File: config.mk
export PLATFORM = sky130hd
export DESIGN_NAME = dpa_core
export DESIGN_NICKNAME = d
export VERILOG_FILES = /design/src/logic/dpa_sync.v /design/src/logic/dpa_core.v
export VERILOG_INCLUDE_DIRS = /design/src /design/src/logic
export SDC_FILE = /design/constraint.sdc
export NUM_CORES = 1
export LEC_CHECK = 0
export ABC_AREA = 0
export BUFFER_PORTS_ARGS = -buffer_cell sky130_fd_sc_hd__buf_2
export CAP_MARGIN = 0
export CORE_MARGIN = 2
export CORE_UTILIZATION = 45
export CTS_CLUSTER_DIAMETER = 80
export DETAILED_ROUTE_END_ITERATION = 10
export PLACE_DENSITY = 0.74
export SKIP_LAST_GASP = 1
export SLEW_MARGIN = 20
export SYNTH_ARGS = -nofsm -noshare
export SYNTH_HDL_FRONTEND = slang
export SYNTH_SLANG_ARGS = --single-unit
File: constraint.sdc
create_clock -name i_mclk -period 3.3 [get_ports i_mclk]
set_clock_uncertainty 0.1 [all_clocks]
set_input_delay 0.66 -clock i_mclk [delete_from_list [all_inputs] [get_ports i_mclk]]
set_output_delay 0.66 -clock i_mclk [all_outputs]
set_load 0.05 [all_outputs]
File: src/logic/dpa_map.vh
// Behaviour
// - Secondary menu closes after 30 idle seconds
// - Secure menu closes after 60 idle seconds
// - Secure menu forces pumps and alarms off
// - Home shows level and lead on; errors first
// - Codes 1101, 1011, 111 select levels 2-4
// - Access item writable at any level
// - Valid code blinks, then shows new level
// - Edits clamp to thresholds and scale silently
// - Independent mode: pair per pump
// - Alternating: first on starts one pump
// - Second on runs both; second off drops one
// - First off stops remaining pump
// - Alternating, no overheat or latched seal: last stopped pump never starts next
// - Pump lamp lit while pump runs
// - Seal fault when resistance below threshold
// - Auto seal mode: lamp follows fault only
// - Latched seal, no alternation: lamp latches only
// - Latched seal, alternating: failed pump becomes lag
// - Seal reset clears only when fault gone
// - Open thermostat removes pump, lights lamp
// - Over-temperature: healthy pump leads or pair one
// - Over-temperature auto restore or latched reset
`ifndef DPA_MAP_VH
`define DPA_MAP_VH

`define DPA_CLK_HZ 200000000
`define DPA_TICK_S 1
`define DPA_SECONDARY_TIMEOUT_S 6'h1E
`define DPA_SECURE_TIMEOUT_S 6'h3C
`define DPA_BLINK_S 2'h1

`define DPA_CODE_LEVEL2 16'h1101
`define DPA_CODE_LEVEL3 16'h1011
`define DPA_CODE_LEVEL4 16'h0111
`define DPA_LEVEL2 3'h2
`define DPA_LEVEL3 3'h3
`define DPA_LEVEL4 3'h4
`define DPA_LEVEL_RESET 3'h4

`define DPA_SEL_LEAD_ON 3'h0
`define DPA_SEL_LEAD_OFF 3'h1
`define DPA_SEL_SECOND_ON 3'h2
`define DPA_SEL_SECOND_OFF 3'h3
`define DPA_SEL_ALARM_HIGH 3'h4
`define DPA_SEL_ALARM_LOW 3'h5
`define DPA_SEL_MOIST_ONE 3'h6
`define DPA_SEL_MOIST_TWO 3'h7

`define DPA_ON_LEVEL_RESET 16'h00E7
`define DPA_OFF_LEVEL_RESET 16'h0000
`define DPA_ALARM_HIGH_RESET 16'h00E7
`define DPA_ALARM_LOW_RESET 16'h0014
`define DPA_MOIST_RESET 16'h000C
`define DPA_MOIST_MIN 16'h0001
`define DPA_MOIST_MAX 16'h0032

`define DPA_DISP_HOME 3'h0
`define DPA_DISP_ERROR 3'h1
`define DPA_DISP_MENU 3'h2
`define DPA_DISP_BLINK 3'h3
`define DPA_DISP_LEVEL 3'h4

`endif

File: src/logic/dpa_sync.v
module dpa_sync #(
  parameter W = 1
) (
  input wire i_mclk,
  input wire i_rst_n,
  input wire [W-1:0] i_async,
  output reg [W-1:0] o_sync
);

  reg [W-1:0] stage1;
  reg [W-1:0] stage2;
  reg [W-1:0] stage3;
  integer k;

  always @(posedge i_mclk or negedge i_rst_n)
  begin
    if (!i_rst_n)
    begin
      stage1 <= {W{1'b0}};
      stage2 <= {W{1'b0}};
      stage3 <= {W{1'b0}};
      o_sync <= {W{1'b0}};
    end
    else
    begin
      stage1 <= i_async;
      stage2 <= stage1;
      stage3 <= stage2;
      // Accept a change only once the last two stages agree
      for (k = 0; k < W; k = k + 1)
      begin
        if (stage2[k] == stage3[k])
          o_sync[k] <= stage3[k];
      end
    end
  end

endmodule // dpa_sync

File: src/logic/dpa_core.v
`include "dpa_map.vh"

module dpa_core #(
  parameter TICK_CYCLES = `DPA_CLK_HZ * `DPA_TICK_S
) (
  input wire i_mclk,
  input wire i_rst_n,
  input wire [3:0] i_keys,
  input wire [1:0] i_thermo_closed,
  input wire signed [15:0] i_level,
  input wire [15:0] i_moisture_one,
  input wire [15:0] i_moisture_two,
  input wire signed [15:0] i_scale_low,
  input wire signed [15:0] i_scale_high,
  input wire i_alternation_enable,
  input wire i_seal_fault_action,
  input wire i_overheat_action,
  input wire i_error_active,
  input wire i_open_secondary,
  input wire i_open_secure,
  input wire i_menu_exit,
  input wire [2:0] i_edit_sel,
  input wire signed [15:0] i_edit_value,
  input wire i_edit_store,
  input wire [15:0] i_access_code,
  input wire i_access_store,
  input wire i_pump_one_seal_reset,
  input wire i_pump_two_seal_reset,
  input wire i_pump_one_overheat_reset,
  input wire i_pump_two_overheat_reset,
  output reg o_pump_one,
  output reg o_pump_two,
  output reg o_first_pump_lamp,
  output reg o_second_pump_lamp,
  output reg o_alarm_high,
  output reg o_alarm_low,
  output reg [1:0] o_seal_lamp,
  output reg [1:0] o_overheat_lamp,
  output reg [1:0] o_seal_fail_show,
  output reg [1:0] o_overheat_fail_show,
  output reg [2:0] o_access_level_item,
  output reg [2:0] o_menu_state,
  output reg [2:0] o_disp_src,
  output reg signed [15:0] o_disp_upper,
  output reg signed [15:0] o_disp_lower,
  output reg signed [15:0] o_edit_readback
);

  localparam ST_HOME = 3'b001;
  localparam ST_SECONDARY = 3'b010;
  localparam ST_SECURE = 3'b100;

  function signed [15:0] dpa_clamp;
    input signed [15:0] v;
    input signed [15:0] lo;
    input signed [15:0] hi;
    begin
      if (v < lo)
        dpa_clamp = lo;
      else if (v > hi)
        dpa_clamp = hi;
      else
        dpa_clamp = v;
    end
  endfunction

  wire [3:0] keys_s;
  wire [1:0] thermo_open_s;

  dpa_sync #(.W(4)) u_key_sync (
    .i_mclk(i_mclk),
    .i_rst_n(i_rst_n),
    .i_async(i_keys),
    .o_sync(keys_s)
  );

  dpa_sync #(.W(2)) u_thermo_sync (
    .i_mclk(i_mclk),
    .i_rst_n(i_rst_n),
    .i_async(~i_thermo_closed),
    .o_sync(thermo_open_s)
  );

  reg [3:0] keys_prev;
  reg [27:0] presc;
  reg [5:0] idle_s;
  reg [2:0] menu;
  reg [2:0] next_menu;
  reg [2:0] level_sel;
  reg [1:0] blink_s;
  reg blinking;
  reg show_level;
  reg signed [15:0] lead_on_level;
  reg signed [15:0] lead_off_level;
  reg signed [15:0] second_on_level;
  reg signed [15:0] second_off_level;
  reg signed [15:0] alarm_high_level;
  reg signed [15:0] alarm_low_level;
  reg [15:0] pump_one_moisture_threshold;
  reg [15:0] pump_two_moisture_threshold;
  reg [1:0] seal_latch;
  reg [1:0] heat_latch;
  reg stage1;
  reg stage2;
  reg lead;
  reg last_stop;
  reg [1:0] run;
  reg next_lead;
  reg [1:0] next_run;
  reg forced;
  reg forced_lead;
  reg [15:0] code_level;

  wire key_press = |(keys_s & ~keys_prev);
  wire activity = key_press | i_edit_store | i_access_store | i_open_secondary | i_open_secure;
  wire tick = (presc == TICK_CYCLES[27:0] - 28'h0000001);
  wire [1:0] seal_raw;
  // Open contacts synced; idle low, so reset shows no fault
  wire [1:0] heat_raw = thermo_open_s;
  wire [1:0] seal_reset = {i_pump_two_seal_reset, i_pump_one_seal_reset};
  wire [1:0] heat_reset = {i_pump_two_overheat_reset, i_pump_one_overheat_reset};
  wire [1:0] seal_fault;
  wire [1:0] heat_fault;
  wire [1:0] avail;
  wire secure_open = (menu == ST_SECURE);
  wire code_valid = (i_access_code == `DPA_CODE_LEVEL2) | (i_access_code == `DPA_CODE_LEVEL3) |
    (i_access_code == `DPA_CODE_LEVEL4);
  wire next_stage1 = stage1 ? (i_level > lead_off_level) : (i_level >= lead_on_level);
  wire next_stage2 = stage2 ? (i_level > second_off_level) : (i_level >= second_on_level);

  assign seal_raw[0] = (i_moisture_one < pump_one_moisture_threshold);
  assign seal_raw[1] = (i_moisture_two < pump_two_moisture_threshold);
  assign seal_fault = i_seal_fault_action ? seal_latch : seal_raw;
  assign heat_fault = i_overheat_action ? heat_latch : heat_raw;
  assign avail = ~heat_fault;

  always @*
  begin
    code_level = 16'h0000;
    case (i_access_code)
      `DPA_CODE_LEVEL2: code_level = {13'h0000, `DPA_LEVEL2};
      `DPA_CODE_LEVEL3: code_level = {13'h0000, `DPA_LEVEL3};
      `DPA_CODE_LEVEL4: code_level = {13'h0000, `DPA_LEVEL4};
      default: code_level = {13'h0000, level_sel};
    endcase
  end

  // Menu timeouts
  always @*
  begin
    next_menu = menu;
    case (menu)
      ST_HOME:
      begin
        if (i_open_secure)
          next_menu = ST_SECURE;
        else if (i_open_secondary)
          next_menu = ST_SECONDARY;
      end
      ST_SECONDARY:
      begin
        if (i_menu_exit || (idle_s >= `DPA_SECONDARY_TIMEOUT_S))
          next_menu = ST_HOME;
      end
      ST_SECURE:
      begin
        if (i_menu_exit || (idle_s >= `DPA_SECURE_TIMEOUT_S))
          next_menu = ST_HOME;
      end
      default: next_menu = ST_HOME;
    endcase
  end

  always @(posedge i_mclk or negedge i_rst_n)
  begin
    if (!i_rst_n)
    begin
      keys_prev <= 4'h0;
      presc <= 28'h0000000;
      idle_s <= 6'h00;
      menu <= ST_HOME;
    end
    else
    begin
      keys_prev <= keys_s;
      if (activity || menu == ST_HOME)
      begin
        presc <= 28'h0000000;
        idle_s <= 6'h00;
      end
      else if (tick)
      begin
        presc <= 28'h0000000;
        if (idle_s != 6'h3F)
          idle_s <= idle_s + 6'h01;
      end
      else
        presc <= presc + 28'h0000001;
      menu <= next_menu;
    end
  end

  // Access level, blink and level display
  always @(posedge i_mclk or negedge i_rst_n)
  begin
    if (!i_rst_n)
    begin
      level_sel <= `DPA_LEVEL_RESET;
      blink_s <= 2'h0;
      blinking <= 1'b0;
      show_level <= 1'b0;
    end
    else
    begin
      if (i_access_store && code_valid && menu != ST_HOME)
      begin
        level_sel <= code_level[2:0];
        blinking <= 1'b1;
        blink_s <= 2'h0;
        show_level <= 1'b0;
      end
      else if (blinking)
      begin
        if (next_menu == ST_HOME)
          blinking <= 1'b0;
        else if (tick)
        begin
          if (blink_s + 2'h1 >= `DPA_BLINK_S)
          begin
            blinking <= 1'b0;
            show_level <= 1'b1;
          end
          blink_s <= blink_s + 2'h1;
        end
      end
      else if (key_press || i_edit_store || next_menu == ST_HOME)
        show_level <= 1'b0;
    end
  end

  // Set point editing with silent clamping
  always @(posedge i_mclk or negedge i_rst_n)
  begin
    if (!i_rst_n)
    begin
      lead_on_level <= `DPA_ON_LEVEL_RESET;
      lead_off_level <= `DPA_OFF_LEVEL_RESET;
      second_on_level <= `DPA_ON_LEVEL_RESET;
      second_off_level <= `DPA_OFF_LEVEL_RESET;
      alarm_high_level <= `DPA_ALARM_HIGH_RESET;
      alarm_low_level <= `DPA_ALARM_LOW_RESET;
      pump_one_moisture_threshold <= `DPA_MOIST_RESET;
      pump_two_moisture_threshold <= `DPA_MOIST_RESET;
    end
    else if (i_edit_store && menu == ST_SECONDARY && level_sel != `DPA_LEVEL2)
    begin
      case (i_edit_sel)
        `DPA_SEL_LEAD_ON: lead_on_level <= dpa_clamp(i_edit_value, lead_off_level, i_scale_high);
        `DPA_SEL_LEAD_OFF: lead_off_level <= dpa_clamp(i_edit_value, i_scale_low, lead_on_level);
        `DPA_SEL_SECOND_ON: second_on_level <= dpa_clamp(i_edit_value, second_off_level, i_scale_high);
        `DPA_SEL_SECOND_OFF: second_off_level <= dpa_clamp(i_edit_value, i_scale_low, second_on_level);
        `DPA_SEL_ALARM_HIGH: alarm_high_level <= dpa_clamp(i_edit_value, i_scale_low, i_scale_high);
        `DPA_SEL_ALARM_LOW: alarm_low_level <= dpa_clamp(i_edit_value, i_scale_low, i_scale_high);
        `DPA_SEL_MOIST_ONE: pump_one_moisture_threshold <= dpa_clamp(i_edit_value, `DPA_MOIST_MIN, `DPA_MOIST_MAX);
        default: pump_two_moisture_threshold <= dpa_clamp(i_edit_value, `DPA_MOIST_MIN, `DPA_MOIST_MAX);
      endcase
    end
  end

  // Fault latches; a new fault wins over a reset, auto mode follows the raw fault
  always @(posedge i_mclk or negedge i_rst_n)
  begin
    if (!i_rst_n)
    begin
      seal_latch <= 2'h0;
      heat_latch <= 2'h0;
    end
    else
    begin
      seal_latch <= seal_raw | (seal_latch & ~seal_reset & {2{i_seal_fault_action}});
      heat_latch <= heat_raw | (heat_latch & ~heat_reset & {2{i_overheat_action}});
    end
  end

  // Pump selection
  always @*
  begin
    forced = 1'b0;
    forced_lead = lead;
    if (heat_fault == 2'b01)
    begin
      forced = 1'b1;
      forced_lead = 1'b1;
    end
    else if (heat_fault == 2'b10)
    begin
      forced = 1'b1;
      forced_lead = 1'b0;
    end
    else if (i_seal_fault_action && seal_latch == 2'b01)
    begin
      forced = 1'b1;
      forced_lead = 1'b1;
    end
    else if (i_seal_fault_action && seal_latch == 2'b10)
    begin
      forced = 1'b1;
      forced_lead = 1'b0;
    end
    next_lead = lead;
    if (forced)
      next_lead = forced_lead;
    else if (next_stage1 && run == 2'b00)
      next_lead = ~last_stop;
    next_run = 2'b00;
    if (i_alternation_enable)
    begin
      if (next_stage2)
        next_run = 2'b11;
      else if (next_stage1)
        next_run = next_lead ? 2'b10 : 2'b01;
      else
        next_run = 2'b00;
    end
    else
    begin
      next_run[0] = next_stage1;
      next_run[1] = heat_fault[0] ? next_stage1 : next_stage2;
    end
    next_run = next_run & avail;
  end

  always @(posedge i_mclk or negedge i_rst_n)
  begin
    if (!i_rst_n)
    begin
      stage1 <= 1'b0;
      stage2 <= 1'b0;
      lead <= 1'b0;
      last_stop <= 1'b0;
      run <= 2'b00;
    end
    else
    begin
      stage1 <= next_stage1;
      stage2 <= next_stage2;
      lead <= next_lead;
      run <= next_run;
      if (run != 2'b00 && next_run == 2'b00)
      begin
        if (run == 2'b01)
          last_stop <= 1'b0;
        else if (run == 2'b10)
          last_stop <= 1'b1;
        else
          last_stop <= lead;
      end
    end
  end

  // Registered outputs
  always @(posedge i_mclk or negedge i_rst_n)
  begin
    if (!i_rst_n)
    begin
      o_pump_one <= 1'b0;
      o_pump_two <= 1'b0;
      o_first_pump_lamp <= 1'b0;
      o_second_pump_lamp <= 1'b0;
      o_alarm_high <= 1'b0;
      o_alarm_low <= 1'b0;
      o_seal_lamp <= 2'h0;
      o_overheat_lamp <= 2'h0;
      o_seal_fail_show <= 2'h0;
      o_overheat_fail_show <= 2'h0;
      o_access_level_item <= `DPA_LEVEL_RESET;
      o_menu_state <= ST_HOME;
      o_disp_src <= `DPA_DISP_HOME;
      o_disp_upper <= 16'h0000;
      o_disp_lower <= 16'h0000;
      o_edit_readback <= 16'h0000;
    end
    else
    begin
      o_pump_one <= next_run[0] & ~secure_open;
      o_pump_two <= next_run[1] & ~secure_open;
      o_first_pump_lamp <= next_run[0] & ~secure_open;
      o_second_pump_lamp <= next_run[1] & ~secure_open;
      o_alarm_high <= (i_level >= alarm_high_level) & ~secure_open;
      o_alarm_low <= (i_level <= alarm_low_level) & ~secure_open;
      o_seal_lamp <= seal_fault;
      o_overheat_lamp <= heat_fault;
      o_seal_fail_show <= seal_latch & {2{i_seal_fault_action}};
      o_overheat_fail_show <= heat_latch & {2{i_overheat_action}};
      o_access_level_item <= level_sel;
      o_menu_state <= menu;
      o_disp_lower <= lead_on_level;
      if (blinking)
      begin
        o_disp_src <= `DPA_DISP_BLINK;
        o_disp_upper <= {13'h0000, level_sel};
      end
      else if (show_level)
      begin
        o_disp_src <= `DPA_DISP_LEVEL;
        o_disp_upper <= {13'h0000, level_sel};
      end
      else if (menu != ST_HOME)
      begin
        o_disp_src <= `DPA_DISP_MENU;
        o_disp_upper <= i_level;
      end
      else if (i_error_active)
      begin
        o_disp_src <= `DPA_DISP_ERROR;
        o_disp_upper <= i_level;
      end
      else
      begin
        o_disp_src <= `DPA_DISP_HOME;
        o_disp_upper <= i_level;
      end
      case (i_edit_sel)
        `DPA_SEL_LEAD_ON: o_edit_readback <= lead_on_level;
        `DPA_SEL_LEAD_OFF: o_edit_readback <= lead_off_level;
        `DPA_SEL_SECOND_ON: o_edit_readback <= second_on_level;
        `DPA_SEL_SECOND_OFF: o_edit_readback <= second_off_level;
        `DPA_SEL_ALARM_HIGH: o_edit_readback <= alarm_high_level;
        `DPA_SEL_ALARM_LOW: o_edit_readback <= alarm_low_level;
        `DPA_SEL_MOIST_ONE: o_edit_readback <= pump_one_moisture_threshold;
        default: o_edit_readback <= pump_two_moisture_threshold;
      endcase
    end
  end

endmodule // dpa_core

==> flow_summary.json <==
{
  "antenna_found_initial": 9,
  "via_to_cell_ratio": 5.766,
  "relSlewSlack_pct": 46.39,
  "power.density_cell_area_mw_per_mm2": 526.0,
  "wl_met2_mm": 26.87,
  "synthesis.area_mm2": 0.01764,
  "cp_max_fo": 4,
  "achievable-frequency_ghz": 0.3155,
  "gp_congestion": 1.062,
  "chipWidth_um": 202,
  "holdCritPathClass": "in2async",
  "crit_required_ps": 3610,
  "top_ff_cell_synth": "dfrtp_1",
  "final.hold.worst_slack_ps": -1.130,
  "cts-buffers-inserted": 35,
  "clkSlewWorstSetupHoldPaths_ps": 60,
  "edff_count_synth": 0,
  "post_synth_num_cell_types": 75,
  "grt_pass1_vias": 16031,
  "buffers_on_ports": 206,
  "reg2reg_slack_ps": 130,
  "share_of_synthesized_registers_carrying_an_async_set_or_reset_pct": 100.0,
  "drt_pass1_iterations": 5,
  "max-cap-violations": 0,
  "global_route.overflow_total": 0,
  "run_status": "finished with violations",
  "place_ws_ps": -118.3,
  "die_height_um": 202,
  "syn-num-nets": 2254,
  "path_class": "reg2reg",
  "tightestPinTransition_ps": 804.1,
  "antenna_violating_nets_post_route": 0,
  "wl_met3_mm": 7.041,
  "slew_viol_final": 0,
  "grt_pass1_wl_mm": 96.86,
  "peakVddDrop_mv": 0.3184,
  "clock_latency_ps": 540,
  "yosys_warning_total": 0,
  "core_area_mm2": 0.03865,
  "detail_route.wl_per_cell_um": 23.41,
  "postLayoutSetupSlackWorst_ps": 130.2,
  "finalCriticalPeriod_ps": 3170,
  "start_util_pct": 45.65,
  "grt_setup_unrepaired": "no",
  "worstPathCellList": "inv_1, ha_1, nand4_1, nor4_2, o41ai_1, or4_4, o211a_4, o31ai_4, a21oi_2, or3_1",
  "ys_top_cells_by_area": "dfrtp_1 (36%), ha_1 (16%), dfstp_2 (4.2%)",
  "syn_avg_cell_area_um2": 9.310,
  "critical_path.slowest_cell": "dfstp_2",
  "route.top_layer_used": "met5",
  "cp_data_arrival_time_ps": 3480,
  "route.final.wire_length_mm": 64.41,
  "grt.total_usage_pct": 31.61,
  "timing.final.crit_share_pct": 96.06,
  "clk_root_buffer_cell": "clkbuf_16",
  "cts-resized-gates": 0,
  "setup_viol_count_final": 0,
  "yosys.area.top_type": "dfrtp_1",
  "synthMostInstantiatedCell": "dfrtp_1",
  "finish.net_count": 2566,
  "boundaryPins": 207,
  "clock_path_buffers": 3,
  "multiInputGateArea_mm2": 0.009635,
  "post_synth_most_frequent_cells": "dfrtp_1 (251), ha_1 (223), inv_1 (194)",
  "seq_area_frac_synth_pct": 39.77,
  "power.static_leakage_uw": 0.01019,
  "ys_seq_elements": 279,
  "start_kind": "flip-flop",
  "ctsHoldBuffers": 0,
  "p_total_uw": 11200,
  "endpoint_kind": "flip-flop",
  "place.detailed.hpwl_mm": 50.79,
  "cts_tree": "done",
  "cts.sinks": 279,
  "netlist.area_leader.share_pct": 35.60,
  "critPathMaxStageDelay_ps": 530,
  "register_area_mm2": 0.007017,
  "syn-instance-count": 1895,
  "drcViolationCount": 0,
  "met1Wirelength_mm": 27.03,
  "final_layout_size_suffix_gt1_share_pct": 20.66,
  "fill_cells": 3429,
  "maximum_number_of_pins_on_one_net_before_global_route_repair": 81,
  "synthToLayoutAreaGrowth_pct": 20.72,
  "drt-initial-drc-count": 1596,
  "cts_setup_buffers": 0,
  "design.die.area_mm2": 0.04080,
  "row_count": 72,
  "failed_checks": "hold timing",
  "numPlacedInstances": 2688,
  "htree_levels": 2,
  "via_count": 15863,
  "hold_violations": 1,
  "layout_cells_excl_fill": 2751
}
==> per-layer routing <==
metal  vias up  track usage, %
met5         -               0
li1       7328               -
met4         6           15.91
met2       816           46.12
met1      7515           42.24
met3       198           10.03
==> layout make-up <==
| cell class | instances | share of cell area, % |
|---|---|---|
| multi-input cells | 1356 | 45.24 |
| clock inverters | 10 | 0.4171 |
| inverters | 195 | 3.437 |
| well taps | 518 | 3.043 |
| clock buffers | 51 | 4.630 |
| flip-flops and latches | 279 | 32.95 |
| diodes | 2 | 0.02350 |
| repair buffers | 340 | 10.26 |
==> cells in the final DEF, fill, tap and decap left out, drive strengths merged, types with 33 or more instances in the layout <==
cell,synthesis,routed
a21oi,100,100
clkbuf,51,51
o21ai,145,145
nor2,180,180
a21o,66,66
ha,223,223
buf,14,340
nand3,34,34
nand4,33,33
a211oi,38,38
mux2i,37,37
inv,195,197
nand2,162,162
dfrtp,251,251
==> worst max-delay path, delay by kind of cell (launching register included) <==
family          cells  cell delay [ps]
simple gates        4             1300
compound gates      4              650
flops               1              530
fa+ha+maj           1              330
buf+inv             1              120
==> report_power, final <==
part	internal, uW	switching (uW)	leakage [uW]
Clock	2160	1520	0.000527
Sequential	3810	301	0.00352
Combinational	1230	2180	0.00614
Total	7200	4000	0.0102
==> stage by stage <==
step	instance area [um^2]	utilization, %	TNS (ps)
global route	21290	55.09	0
CTS	21290	55.09	0
floorplan	17640	-	0
detailed placement	20220	52.31	-2142
finish	21300	55.11	0
global placement	20220	52.31	-241.3
==> kinds of logic after synthesis <==
logic type	after synthesis	share of synthesized area [%]
mux	62	4.461
buf+inv	260	5.660
compound gates	487	17.94
xor+xnor	31	1.539
fa+ha+maj	229	16.16
simple gates	547	14.47
flops	279	39.77
==> state kept, by name, summed over array words and instances (netlist names), 3 cells and up <==
name                         cells
o_disp_src                       3
idle_s                           6
alarm_high_level                16
presc                           28
second_on_level                 16
u_key_sync.stage2                4
o_disp_upper                    16
o_disp_lower                    16
pump_one_moisture_threshold     16
o_access_level_item              3
alarm_low_level                 16
second_off_level                16
pump_two_moisture_threshold     16
u_key_sync.o_sync                4
level_sel                        3
u_key_sync.stage3                4
keys_prev                        4
menu                             3
lead_off_level                  16
u_key_sync.stage1                4
o_edit_readback                 16
lead_on_level                   16
o_menu_state                     3
==> worst paths after layout <==
kind	from	end	cells after the start
hold reg to reg	u_key_sync.stage1[1]	u_key_sync.stage2[1]	0
setup reg to reg	lead_on_level[5]	run[0]	10
setup / recovery	lead_on_level[5]	run[0]	10
hold / removal	i_rst_n	presc[3]	1
min in group i_mclk	i_keys[1]	u_key_sync.stage1[1]	1
max in group asynchronous	i_rst_n	pump_two_moisture_threshold[3]	2
No activity file was read; power rests on OpenSTA's default activity.
